`src/pkg/pac_pkg.sv`:
```
// Package with register map, field positions and constants of the pulse accumulator.
package pac_pkg;

  // ----------------------------------------
  // Register byte addresses
  // ----------------------------------------
  localparam logic [7:0] PAC_OFF_CTRL = 8'h20;
  localparam logic [7:0] PAC_OFF_FLAGS = 8'h21;
  localparam logic [7:0] PAC_OFF_COUNT = 8'h22;
  localparam logic [7:0] PAC_OFF_TIMER = 8'h24;
  localparam logic [7:0] PAC_OFF_STATUS = 8'h28;

  // ----------------------------------------
  // Field positions
  // ----------------------------------------
  localparam int PAC_B_ENABLE = 6;
  localparam int PAC_B_MODE = 5;
  localparam int PAC_B_EDGE = 4;
  localparam int PAC_B_CLKSEL_HI = 3;
  localparam int PAC_B_CLKSEL_LO = 2;
  localparam int PAC_B_OVF_IE = 1;
  localparam int PAC_B_INP_IE = 0;
  localparam int PAC_B_OVF_FLAG = 1;
  localparam int PAC_B_INP_FLAG = 0;
  localparam int PAC_B_TEN = 7;
  localparam int PAC_B_FFCA = 4;

  // ----------------------------------------
  // Masks and reset values
  // ----------------------------------------
  localparam logic [7:0] PAC_CTRL_MASK = 8'h7F;
  localparam logic [7:0] PAC_FLAG_MASK = 8'h03;
  localparam logic [7:0] PAC_TIMER_MASK = 8'h90;
  localparam logic [7:0] PAC_CTRL_RESET = 8'h00;
  localparam logic [15:0] PAC_COUNT_RESET = 16'h0000;
  localparam logic [15:0] PAC_COUNT_MAX = 16'hFFFF;

  // ----------------------------------------
  // Timing and clock selection
  // ----------------------------------------
  localparam int PAC_GATE_DIV = 64;
  localparam logic [5:0] PAC_GATE_LAST = 6'(PAC_GATE_DIV - 1);
  localparam logic [7:0] PAC_DIV256_LAST = 8'hFF;
  localparam logic [15:0] PAC_DIV64K_LAST = 16'hFFFF;

  typedef enum logic [1:0] {
    PAC_CLK_PRESCALER,
    PAC_CLK_ACCUM,
    PAC_CLK_ACCUM_256,
    PAC_CLK_ACCUM_64K
  } pac_clksel_e;

endpackage : pac_pkg

```
`src/core/pac_core.sv`:
```
// Pulse accumulator control, flags, count and timer clock select behind a Wishbone slave.
//
// The Wishbone interface to the registers was left to the implementer.
`timescale 1ns/10ps
module pac_core (
  input wire logic CLK_SYS,
  input wire logic RST_N,
  input wire logic WB_CYC_I,
  input wire logic WB_STB_I,
  input wire logic WB_WE_I,
  input wire logic [7:0] WB_ADR_I,
  input wire logic [3:0] WB_SEL_I,
  input wire logic [31:0] WB_DAT_I,
  output logic [31:0] WB_DAT_O,
  output logic WB_ACK_O,
  input wire logic CHANNEL_SEVEN_PIN,
  input wire logic PRESCALER_TICK,
  input wire logic GATE_DIV64_TICK,
  output logic MAIN_COUNTER_TICK,
  output logic OVERFLOW_IRQ,
  output logic INPUT_EDGE_IRQ
);
  import pac_pkg::*;

  // ----------------------------------------
  // Storage
  // ----------------------------------------
  logic [7:0] ctrl_q;
  logic [7:0] ctrl_d;
  logic [1:0] flag_q;
  logic [1:0] flag_d;
  logic [15:0] count_q;
  logic [15:0] count_d;
  logic [7:0] timer_q;
  logic [7:0] timer_d;
  logic [7:0] div256_q;
  logic [15:0] div64k_q;
  logic [31:0] dat_q;
  logic ack_q;
  logic tick_q;
  logic ovf_irq_q;
  logic inp_irq_q;
  logic pin_q;

  // ----------------------------------------
  // Pin synchroniser
  // ----------------------------------------
  logic pin_level;
  logic pin_rise;
  logic pin_fall;

  pac_sync u_sync (
    .clk(CLK_SYS),
    .rst_n(RST_N),
    .async_in(CHANNEL_SEVEN_PIN),
    .level(pin_level),
    .rise(pin_rise),
    .fall(pin_fall)
  );

  // ----------------------------------------
  // Bus decode
  // ----------------------------------------
  function automatic logic [7:0] merge_byte(input logic [7:0] old, input logic [7:0] nw, input logic en);
    merge_byte = en ? nw : old;
  endfunction : merge_byte

  wire logic req = WB_CYC_I & WB_STB_I & ~ack_q;
  wire logic wr = req & WB_WE_I;
  wire logic hit_ctrl = WB_ADR_I == PAC_OFF_CTRL;
  wire logic hit_flags = WB_ADR_I == PAC_OFF_FLAGS;
  wire logic hit_count = WB_ADR_I == PAC_OFF_COUNT;
  wire logic hit_timer = WB_ADR_I == PAC_OFF_TIMER;
  wire logic hit_status = WB_ADR_I == PAC_OFF_STATUS;

  // ----------------------------------------
  // Mode decode
  // ----------------------------------------
  wire logic accum_enable = ctrl_q[PAC_B_ENABLE];
  wire logic accum_mode_select = ctrl_q[PAC_B_MODE];
  wire logic accum_edge_polarity = ctrl_q[PAC_B_EDGE];
  wire logic timer_global_enable = timer_q[PAC_B_TEN];
  wire logic fast_flag_clear_enable = timer_q[PAC_B_FFCA];
  wire pac_clksel_e clk_sel = pac_clksel_e'(ctrl_q[PAC_B_CLKSEL_HI:PAC_B_CLKSEL_LO]);

  // Event mode edge per polarity, independent of timer enable.
  wire logic event_edge = accum_edge_polarity ? pin_rise : pin_fall;
  // Gate is active on high level for polarity 0, low level for 1.
  wire logic gate_active = pin_level ^ accum_edge_polarity;
  wire logic gate_trailing = accum_edge_polarity ? pin_rise : pin_fall;
  // The divided clock exists only while the timer runs.
  wire logic gate_pulse = GATE_DIV64_TICK & timer_global_enable & gate_active;
  wire logic event_mode = accum_enable & ~accum_mode_select;
  wire logic gated_mode = accum_enable & accum_mode_select;
  wire logic count_inc = (event_mode & event_edge) | (gated_mode & gate_pulse);
  wire logic inp_set = (event_mode & event_edge) | (gated_mode & gate_trailing);
  wire logic wrap = count_inc & (count_q == PAC_COUNT_MAX);
  // Derived clock ticks on every accumulator increment.
  wire logic accum_derived_clock = count_inc;
  wire logic div256_tick = accum_derived_clock & (div256_q == PAC_DIV256_LAST);
  wire logic div64k_tick = accum_derived_clock & (div64k_q == PAC_DIV64K_LAST);
  wire logic fast_clear = req & hit_count & fast_flag_clear_enable;

  // ----------------------------------------
  // Next values
  // ----------------------------------------
  always_comb
  begin
    ctrl_d = ctrl_q;
    timer_d = timer_q;
    count_d = count_q;
    flag_d = flag_q;
    if (wr && hit_ctrl)
    begin
      ctrl_d = merge_byte(ctrl_q, WB_DAT_I[7:0] & PAC_CTRL_MASK, WB_SEL_I[0]);
    end
    if (wr && hit_timer)
    begin
      timer_d = merge_byte(timer_q, WB_DAT_I[7:0] & PAC_TIMER_MASK, WB_SEL_I[0]);
    end
    if (count_inc)
    begin
      count_d = count_q + 16'h0001;
    end
    if (wr && hit_count)
    begin
      count_d = {merge_byte(count_q[15:8], WB_DAT_I[15:8], WB_SEL_I[1]),
                 merge_byte(count_q[7:0], WB_DAT_I[7:0], WB_SEL_I[0])};
    end
    if (wr && hit_flags && WB_SEL_I[0])
    begin
      flag_d = flag_q & ~WB_DAT_I[1:0];
    end
    if (fast_clear)
    begin
      flag_d = 2'b00;
    end
    // Hardware set wins over any clear in the same cycle.
    if (wrap)
    begin
      flag_d[PAC_B_OVF_FLAG] = 1'b1;
    end
    if (inp_set)
    begin
      flag_d[PAC_B_INP_FLAG] = 1'b1;
    end
  end

  // Read mux; unused bits read zero.
  wire logic [31:0] rd_data =
    hit_ctrl ? {24'h000000, ctrl_q & PAC_CTRL_MASK} :
    hit_flags ? {30'h00000000, flag_q} :
    hit_count ? {16'h0000, count_q} :
    hit_timer ? {24'h000000, timer_q} :
    hit_status ? {30'h00000000, gate_active, pin_level} :
    32'h00000000;

  // Clock select applies the cycle after the write.
  wire logic tick_d =
    !accum_enable ? PRESCALER_TICK :
    (clk_sel == PAC_CLK_PRESCALER) ? PRESCALER_TICK :
    (clk_sel == PAC_CLK_ACCUM) ? accum_derived_clock :
    (clk_sel == PAC_CLK_ACCUM_256) ? div256_tick :
    div64k_tick;

  // ----------------------------------------
  // Registers
  // ----------------------------------------
  always_ff @(posedge CLK_SYS)
  begin
    if (!RST_N)
    begin
      ctrl_q <= PAC_CTRL_RESET;
      timer_q <= 8'h00;
      count_q <= PAC_COUNT_RESET;
      flag_q <= 2'b00;
      div256_q <= 8'h00;
      div64k_q <= 16'h0000;
      ack_q <= 1'b0;
      dat_q <= 32'h00000000;
      tick_q <= 1'b0;
      ovf_irq_q <= 1'b0;
      inp_irq_q <= 1'b0;
    end
    else
    begin
      ctrl_q <= ctrl_d;
      timer_q <= timer_d;
      count_q <= count_d;
      flag_q <= flag_d;
      if (accum_derived_clock)
      begin
        div256_q <= div256_q + 8'h01;
        div64k_q <= div64k_q + 16'h0001;
      end
      ack_q <= req;
      dat_q <= req ? rd_data : 32'h00000000;
      tick_q <= tick_d;
      ovf_irq_q <= flag_q[PAC_B_OVF_FLAG] & ctrl_q[PAC_B_OVF_IE];
      inp_irq_q <= flag_q[PAC_B_INP_FLAG] & ctrl_q[PAC_B_INP_IE];
    end
  end

  assign WB_ACK_O = ack_q;
  assign WB_DAT_O = dat_q;
  assign MAIN_COUNTER_TICK = tick_q;
  assign OVERFLOW_IRQ = ovf_irq_q;
  assign INPUT_EDGE_IRQ = inp_irq_q;

  // ----------------------------------------
  // Assertions
  // ----------------------------------------
  always_ff @(posedge CLK_SYS)
  begin
    if (!RST_N)
    begin
      pin_q <= 1'b0;
    end
    else
    begin
      pin_q <= pin_level;
    end
  end

  a_count_disabled: assert property (@(posedge CLK_SYS) disable iff (!RST_N)
    !accum_enable && !(wr && hit_count) |=> count_q == $past(count_q))
    else $error("Count moved while accumulator disabled.");

  a_event_count: assert property (@(posedge CLK_SYS) disable iff (!RST_N)
    event_mode && event_edge && !(wr && hit_count) |=> count_q == $past(count_q) + 16'h0001)
    else $error("Event edge did not increment count.");

  a_gate_needs_ten: assert property (@(posedge CLK_SYS) disable iff (!RST_N)
    gated_mode && !timer_global_enable && !(wr && hit_count) |=> count_q == $past(count_q))
    else $error("Gated count advanced with timer disabled.");

  a_event_no_ten: assert property (@(posedge CLK_SYS) disable iff (!RST_N)
    event_mode && !timer_global_enable && pin_fall && !accum_edge_polarity && !(wr && hit_count)
    |=> count_q != $past(count_q))
    else $error("Event mode stalled without timer enable.");

  a_gated_trail: assert property (@(posedge CLK_SYS) disable iff (!RST_N)
    gated_mode && !accum_edge_polarity && pin_q && !pin_level |=> flag_q[PAC_B_INP_FLAG])
    else $error("Trailing gate edge did not set input flag.");

  a_wrap_flag: assert property (@(posedge CLK_SYS) disable iff (!RST_N)
    wrap && !(wr && hit_count) |=> flag_q[PAC_B_OVF_FLAG] && count_q == PAC_COUNT_RESET)
    else $error("Wrap did not set overflow flag.");

  a_w1c_inp: assert property (@(posedge CLK_SYS) disable iff (!RST_N)
    wr && hit_flags && WB_SEL_I[0] && WB_DAT_I[0] && !inp_set |=> !flag_q[PAC_B_INP_FLAG])
    else $error("Write one did not clear input flag.");

  a_fast_clear: assert property (@(posedge CLK_SYS) disable iff (!RST_N)
    fast_clear && !wrap && !inp_set |=> flag_q == 2'b00)
    else $error("Fast clear left a flag set.");

  a_irq_ovf: assert property (@(posedge CLK_SYS) disable iff (!RST_N)
    ##1 OVERFLOW_IRQ == ($past(flag_q[PAC_B_OVF_FLAG]) && $past(ctrl_q[PAC_B_OVF_IE])))
    else $error("Overflow interrupt does not follow flag and enable.");

  a_irq_inp: assert property (@(posedge CLK_SYS) disable iff (!RST_N)
    ##1 INPUT_EDGE_IRQ == ($past(flag_q[PAC_B_INP_FLAG]) && $past(ctrl_q[PAC_B_INP_IE])))
    else $error("Input interrupt does not follow flag and enable.");

  a_clk_disabled: assert property (@(posedge CLK_SYS) disable iff (!RST_N)
    !accum_enable |=> MAIN_COUNTER_TICK == $past(PRESCALER_TICK))
    else $error("Disabled accumulator did not use prescaler clock.");

  a_ctrl_rsvd: assert property (@(posedge CLK_SYS) disable iff (!RST_N)
    req && !WB_WE_I && hit_ctrl |=> WB_DAT_O[31:7] == 25'h0000000)
    else $error("Reserved control bit read as one.");

  a_flags_rsvd: assert property (@(posedge CLK_SYS) disable iff (!RST_N)
    req && !WB_WE_I && hit_flags |=> WB_DAT_O[31:2] == 30'h00000000)
    else $error("Reserved flag bit read as one.");

  // Every taken request is answered on the next edge, and idle read data is zero.
  a_ack_follows: assert property (@(posedge CLK_SYS) disable iff (!RST_N)
    req |=> WB_ACK_O)
    else $error("Request was not acknowledged.");

  a_idle_data_zero: assert property (@(posedge CLK_SYS) disable iff (!RST_N)
    !WB_ACK_O |-> WB_DAT_O == 32'h00000000)
    else $error("Read data not zero outside acknowledge.");

  a_ctrl_write: assert property (@(posedge CLK_SYS) disable iff (!RST_N)
    wr && hit_ctrl && WB_SEL_I[0] |=> ctrl_q == ($past(WB_DAT_I[7:0]) & PAC_CTRL_MASK))
    else $error("Control write did not land.");

  a_count_write: assert property (@(posedge CLK_SYS) disable iff (!RST_N)
    wr && hit_count && WB_SEL_I[1:0] == 2'b11 |=> count_q == $past(WB_DAT_I[15:0]))
    else $error("Count write did not land.");

  a_event_flag: assert property (@(posedge CLK_SYS) disable iff (!RST_N)
    event_mode && event_edge |=> flag_q[PAC_B_INP_FLAG])
    else $error("Event edge did not set input flag.");

  a_w1c_ovf: assert property (@(posedge CLK_SYS) disable iff (!RST_N)
    wr && hit_flags && WB_SEL_I[0] && WB_DAT_I[1] && !wrap |=> !flag_q[PAC_B_OVF_FLAG])
    else $error("Write one did not clear overflow flag.");

  a_write_zero_keeps: assert property (@(posedge CLK_SYS) disable iff (!RST_N)
    wr && hit_flags && WB_SEL_I[0] && !WB_DAT_I[0] && flag_q[PAC_B_INP_FLAG] |=> flag_q[PAC_B_INP_FLAG])
    else $error("Write zero cleared input flag.");

  a_gate_count: assert property (@(posedge CLK_SYS) disable iff (!RST_N)
    gated_mode && GATE_DIV64_TICK && timer_global_enable && gate_active && !(wr && hit_count)
    |=> count_q == $past(count_q) + 16'h0001)
    else $error("Gated tick did not increment count.");

  a_gate_idle: assert property (@(posedge CLK_SYS) disable iff (!RST_N)
    gated_mode && !gate_active && !(wr && hit_count) |=> count_q == $past(count_q))
    else $error("Count moved with gate inactive.");

  // The main counter clock follows the selection made by the control bits.
  a_clk_presc: assert property (@(posedge CLK_SYS) disable iff (!RST_N)
    accum_enable && clk_sel == PAC_CLK_PRESCALER |=> MAIN_COUNTER_TICK == $past(PRESCALER_TICK))
    else $error("Prescaler selection not followed.");

  a_clk_accum: assert property (@(posedge CLK_SYS) disable iff (!RST_N)
    accum_enable && clk_sel == PAC_CLK_ACCUM |=> MAIN_COUNTER_TICK == $past(count_inc))
    else $error("Accumulator clock selection not followed.");

  a_clk_div256: assert property (@(posedge CLK_SYS) disable iff (!RST_N)
    accum_enable && clk_sel == PAC_CLK_ACCUM_256 && !(count_inc && div256_q == PAC_DIV256_LAST) |=> !MAIN_COUNTER_TICK)
    else $error("Divide by 256 ticked early.");

  a_clk_div64k: assert property (@(posedge CLK_SYS) disable iff (!RST_N)
    accum_enable && clk_sel == PAC_CLK_ACCUM_64K && div64k_q != PAC_DIV64K_LAST |=> !MAIN_COUNTER_TICK)
    else $error("Divide by 65536 ticked early.");

endmodule : pac_core

```
`src/core/pac_sync.sv`:
```
// Two-stage synchroniser with edge detection behind the second stage.
`timescale 1ns/10ps
module pac_sync (
  input wire logic clk,
  input wire logic rst_n,
  input wire logic async_in,
  output logic level,
  output logic rise,
  output logic fall
);
  logic meta_q;
  logic sync_q;
  logic prev_q;

  always_ff @(posedge clk)
  begin
    if (!rst_n)
    begin
      meta_q <= 1'b0;
      sync_q <= 1'b0;
      prev_q <= 1'b0;
    end
    else
    begin
      meta_q <= async_in;
      sync_q <= meta_q;
      prev_q <= sync_q;
    end
  end

  assign level = sync_q;
  assign rise = sync_q & ~prev_q;
  assign fall = ~sync_q & prev_q;

endmodule : pac_sync

```
`config.mk`:
```
export PLATFORM = sky130hd
export DESIGN_NAME = pac_core
export DESIGN_NICKNAME = d
export VERILOG_FILES = /design/src/pkg/pac_pkg.sv /design/src/core/pac_core.sv /design/src/core/pac_sync.sv
export SDC_FILE = /design/constraint.sdc
export NUM_CORES = 1
export LEC_CHECK = 0
export BUFFER_PORTS_ARGS = -buffer_cell sky130_fd_sc_hd__buf_2
export CAP_MARGIN = 20
export CORE_MARGIN = 1.5
export CORE_UTILIZATION = 35
export DETAILED_ROUTE_END_ITERATION = 10
export GPL_TIMING_DRIVEN = 0
export SLEW_MARGIN = 20
export SYNTH_ARGS = -nofsm -noshare
export SYNTH_HDL_FRONTEND = slang
export SYNTH_SLANG_ARGS = --single-unit
```
`constraint.sdc`:
```
create_clock -name CLK_SYS -period 2.89 [get_ports CLK_SYS]
set_clock_uncertainty 0.1 [all_clocks]
set_input_delay 0.867 -clock CLK_SYS [delete_from_list [all_inputs] [get_ports CLK_SYS]]
set_output_delay 0.867 -clock CLK_SYS [all_outputs]
set_load 0.005 [all_outputs]
```
==> flow_summary.json <==
{
  "p_per_area_nw_per_um2": 463,
  "yosysWarnings": 0,
  "grt-ovfl-total": 0,
  "core_area_sq_um": 9910,
  "io_buffers": 50,
  "clk_latency_ps": 350,
  "initial_core_util_pct": 36.5,
  "fin_cells": 612,
  "antenna_found_initial": 0,
  "syn_area_sq_um": 3620,
  "io_pins": 88,
  "cts_buffers": 9,
  "grt_pass1_vias": 2875,
  "viasPerCell": 5.21,
  "wl_um": 8960,
  "hold_class": "register to register",
  "dp_hpwl_um": 6730,
  "grt_max_degree": 13,
  "max-vdd-ir-drop_v": 0.000242,
  "seq_area_frac_synth_pct": 41.0,
  "globalplace.congestion": 0.803,
  "grt_use_met1_pct": 21.0,
  "synth-edff-count": 0,
  "worst_setup_path_end_kind": "register",
  "final.min_clock_period_ps": 2540,
  "post_cts_resized": 0,
  "gr-max-usage-layer": "met2",
  "synthDistinctLibCells": 60,
  "clkSinkCount": 74,
  "ys_async_sr_fraction_pct": 0,
  "outcome": "finished clean",
  "drv_cap": 0,
  "synth_top_family_by_area": "simple AND/OR/NAND/NOR gates",
  "drt_iter0_drc": 161,
  "grt_first_pass_wirelength_um": 14400,
  "tns_ps": 0,
  "synth_compound_area_share_pct": 20.4,
  "diodes": 0,
  "cts-root-buf": "clkbuf_8",
  "drc": 0,
  "wl_per_cell_um": 14.6,
  "dp.cells": 596,
  "ys.flop_type": "dfxtp_1",
  "leakage_uw": 0.00168,
  "grtUsageMet2_pct": 27.0,
  "multiInputGateArea_sq_um": 1940,
  "setup_viol": 0,
  "worstSetupPathType": "primary input to register",
  "firstDrtPassIters": 4,
  "synthAdderAreaFrac_pct": 1.04,
  "die_area_sq_um": 11000,
  "grt_use_met3_pct": 4.37,
  "synthMuxAreaShare_pct": 1.42,
  "critPathLaunchType": "primary input",
  "num_rows": 36,
  "track_usage_pct": 16.6,
  "die_h_um": 105,
  "post-cts-setup-buffers": 0,
  "clk_path_buf_depth": 2,
  "critPathRequiredTime_ps": 3010,
  "drv_slew": 0,
  "finalCritPeriodShare_pct": 87.7,
  "ys_ff_latch": 74,
  "cts_hold_buf": 0,
  "tritoncts": "built",
  "critPathMaxFanout": 10,
  "regArea_sq_um": 1480,
  "arrival_ps": 2660,
  "nNetsFinal": 529,
  "hold_ws_ps": 329,
  "worstMarginPinSlew_ps": 644,
  "max_freq_ghz": 0.394,
  "max_slew_margin_pct": 56.8,
  "postSynthAreaPerCell_sq_um": 9.09,
  "areaGrowthSynthToFinish_pct": 18.9,
  "synth-simple-area-share_pct": 24.0,
  "die_w_um": 105,
  "htreeDepth": 3,
  "rsz0062_at_grt": "no",
  "finalHoldViolCount": 0,
  "vias": 3189,
  "synth-xor-area-share_pct": 5.08,
  "fillers": 1015,
  "drive_gt1_share_pct": 20.7,
  "ant_nets": 0,
  "cts.clk_slew.worst_paths_ps": 80,
  "syn_inst": 398
}
-- critical path, stage by stage --
cell and delay [ps]:
buf_2 110, nor4b_4 420, nand3b_1 380, nor2_1 580, mux2i_1 250, nor2_1 50
-- kinds of logic (layout without fill, tap and decap cells) --
kind of cell             after synthesis  after routing
multiplexers                           5              5
flip-flops                            74             74
AND/OR/NAND/NOR                      148            148
XOR/XNOR                              21             21
buffers and inverters                 45            111
AO/OA/AOI/OAI                        101            101
adder cells (fa/ha/maj)                3              3
other                                  1             16
-- flip-flops by register name, summed over array words and instances, names as in the netlist, 2 cells and up --
| signal | flops |
|---|---|
| WB_DAT_O | 16 |
| count_q | 16 |
| ctrl_q | 7 |
| div256_q | 8 |
| div64k_q | 16 |
| flag_q | 2 |
| timer_q | 2 |
-- metal layers --
metal / vias up / share of wire, %
met5: - / 0
met4: 0 / 1.3
met3: 10 / 6.0
met2: 77 / 48
met1: 1514 / 45
li1: 1588 / -
-- metrics by stage --
stage | worst slack [ps] | utilization [%] | total power [uW] | cell area, sq um
final | 354 | 43.4 | 1990 | 4300
after floorplan | 465 | - | 1100 | 3670
after CTS | 392 | 43.4 | 2010 | 4300
after global routing | 275 | 43.4 | 2070 | 4300
after global placement | 1.24 | 41.3 | 1150 | 4090
after detailed placement | 19.5 | 41.3 | 1150 | 4090
-- synth_stat cells (4+ instances only) --
cell       number  area (sq um)
nand4_1        10          62.6
o2111ai_1       7          61.3
o21ai_0        22           110
or3_1           4          25.0
a22o_1          5          43.8
a31oi_1         7          43.8
a21oi_1        18          90.1
xnor2_1         5          43.8
and2_1         15          93.8
nand4b_1        4          35.0
nor2_1         38           143
nand3_1        11          55.1
clkbuf_1       16          60.1
and4_1          6          52.6
a311oi_1        6          52.6
mux2i_1         4          40.0
and3_1         14          87.6
dfxtp_1        74          1480
o211ai_1        7          52.6
xor2_1         16           140
buf_4          18           135
inv_1           7          26.3
o21ai_1         4          20.0
nand2_1        27           101
-- worst paths after layout --
check	start	to	slack, ps	cells past startpoint
min reg2reg	u_sync.meta_q$_SDFF_PN0_	u_sync.level$_SDFF_PN0_	330	1
min	u_sync.meta_q$_SDFF_PN0_	u_sync.level$_SDFF_PN0_	330	1
max	WB_ADR_I[4]	ctrl_q[1]$_SDFFE_PN0P_	350	6
max reg2reg	ctrl_q[5]$_SDFFE_PN0P_	div64k_q[12]$_SDFFE_PN0P_	670	6
-- cell type report --
class,count,area share (%)
Buffer,38,5.29
Clock buffer,12,3.14
Tap cell,133,3.87
Clock inverter,4,1.77
Sequential cell,74,34.4
Multi-Input combinational cell,294,45.1
Inverter,7,0.611
Timing Repair Buffer,50,5.82
-- report_power, final --
group | total (uW) | internal, uW | switching (uW)
clock | 865 | 489 | 377
combinational | 100 | 44.1 | 56.2
sequential | 1020 | 1020 | 2.07
total | 1990 | 1550 | 435
-- cell usage in the layout (no fill, tap or decap), types with 4 or more instances in the layout --
| cell | netlist | final |
|---|---|---|
| mux2i_1 | 4 | 4 |
| o2111ai_1 | 7 | 7 |
| o211ai_1 | 7 | 7 |
| buf_4 | 18 | 18 |
| o21ai_1 | 4 | 4 |
| or3_1 | 4 | 4 |
| clkbuf_1 | 16 | 19 |
| inv_1 | 7 | 7 |
| xnor2_1 | 5 | 5 |
| a21oi_1 | 18 | 18 |
| clkbuf_8 | 0 | 9 |
| a31oi_1 | 7 | 7 |
| nand4_1 | 10 | 10 |
| buf_2 | 2 | 52 |
| nand2_1 | 27 | 27 |
| o21ai_0 | 22 | 22 |
| a311oi_1 | 6 | 6 |
| nand4b_1 | 4 | 4 |
| xor2_1 | 16 | 16 |
| and2_1 | 15 | 15 |
| nand3_1 | 11 | 11 |
| dfxtp_1 | 74 | 74 |
| nor2_1 | 38 | 38 |
| and3_1 | 14 | 14 |
| and4_1 | 6 | 6 |
| a22o_1 | 5 | 5 |
| conb_1 | 1 | 16 |
Note: power is estimated with default switching activity, not from simulation.
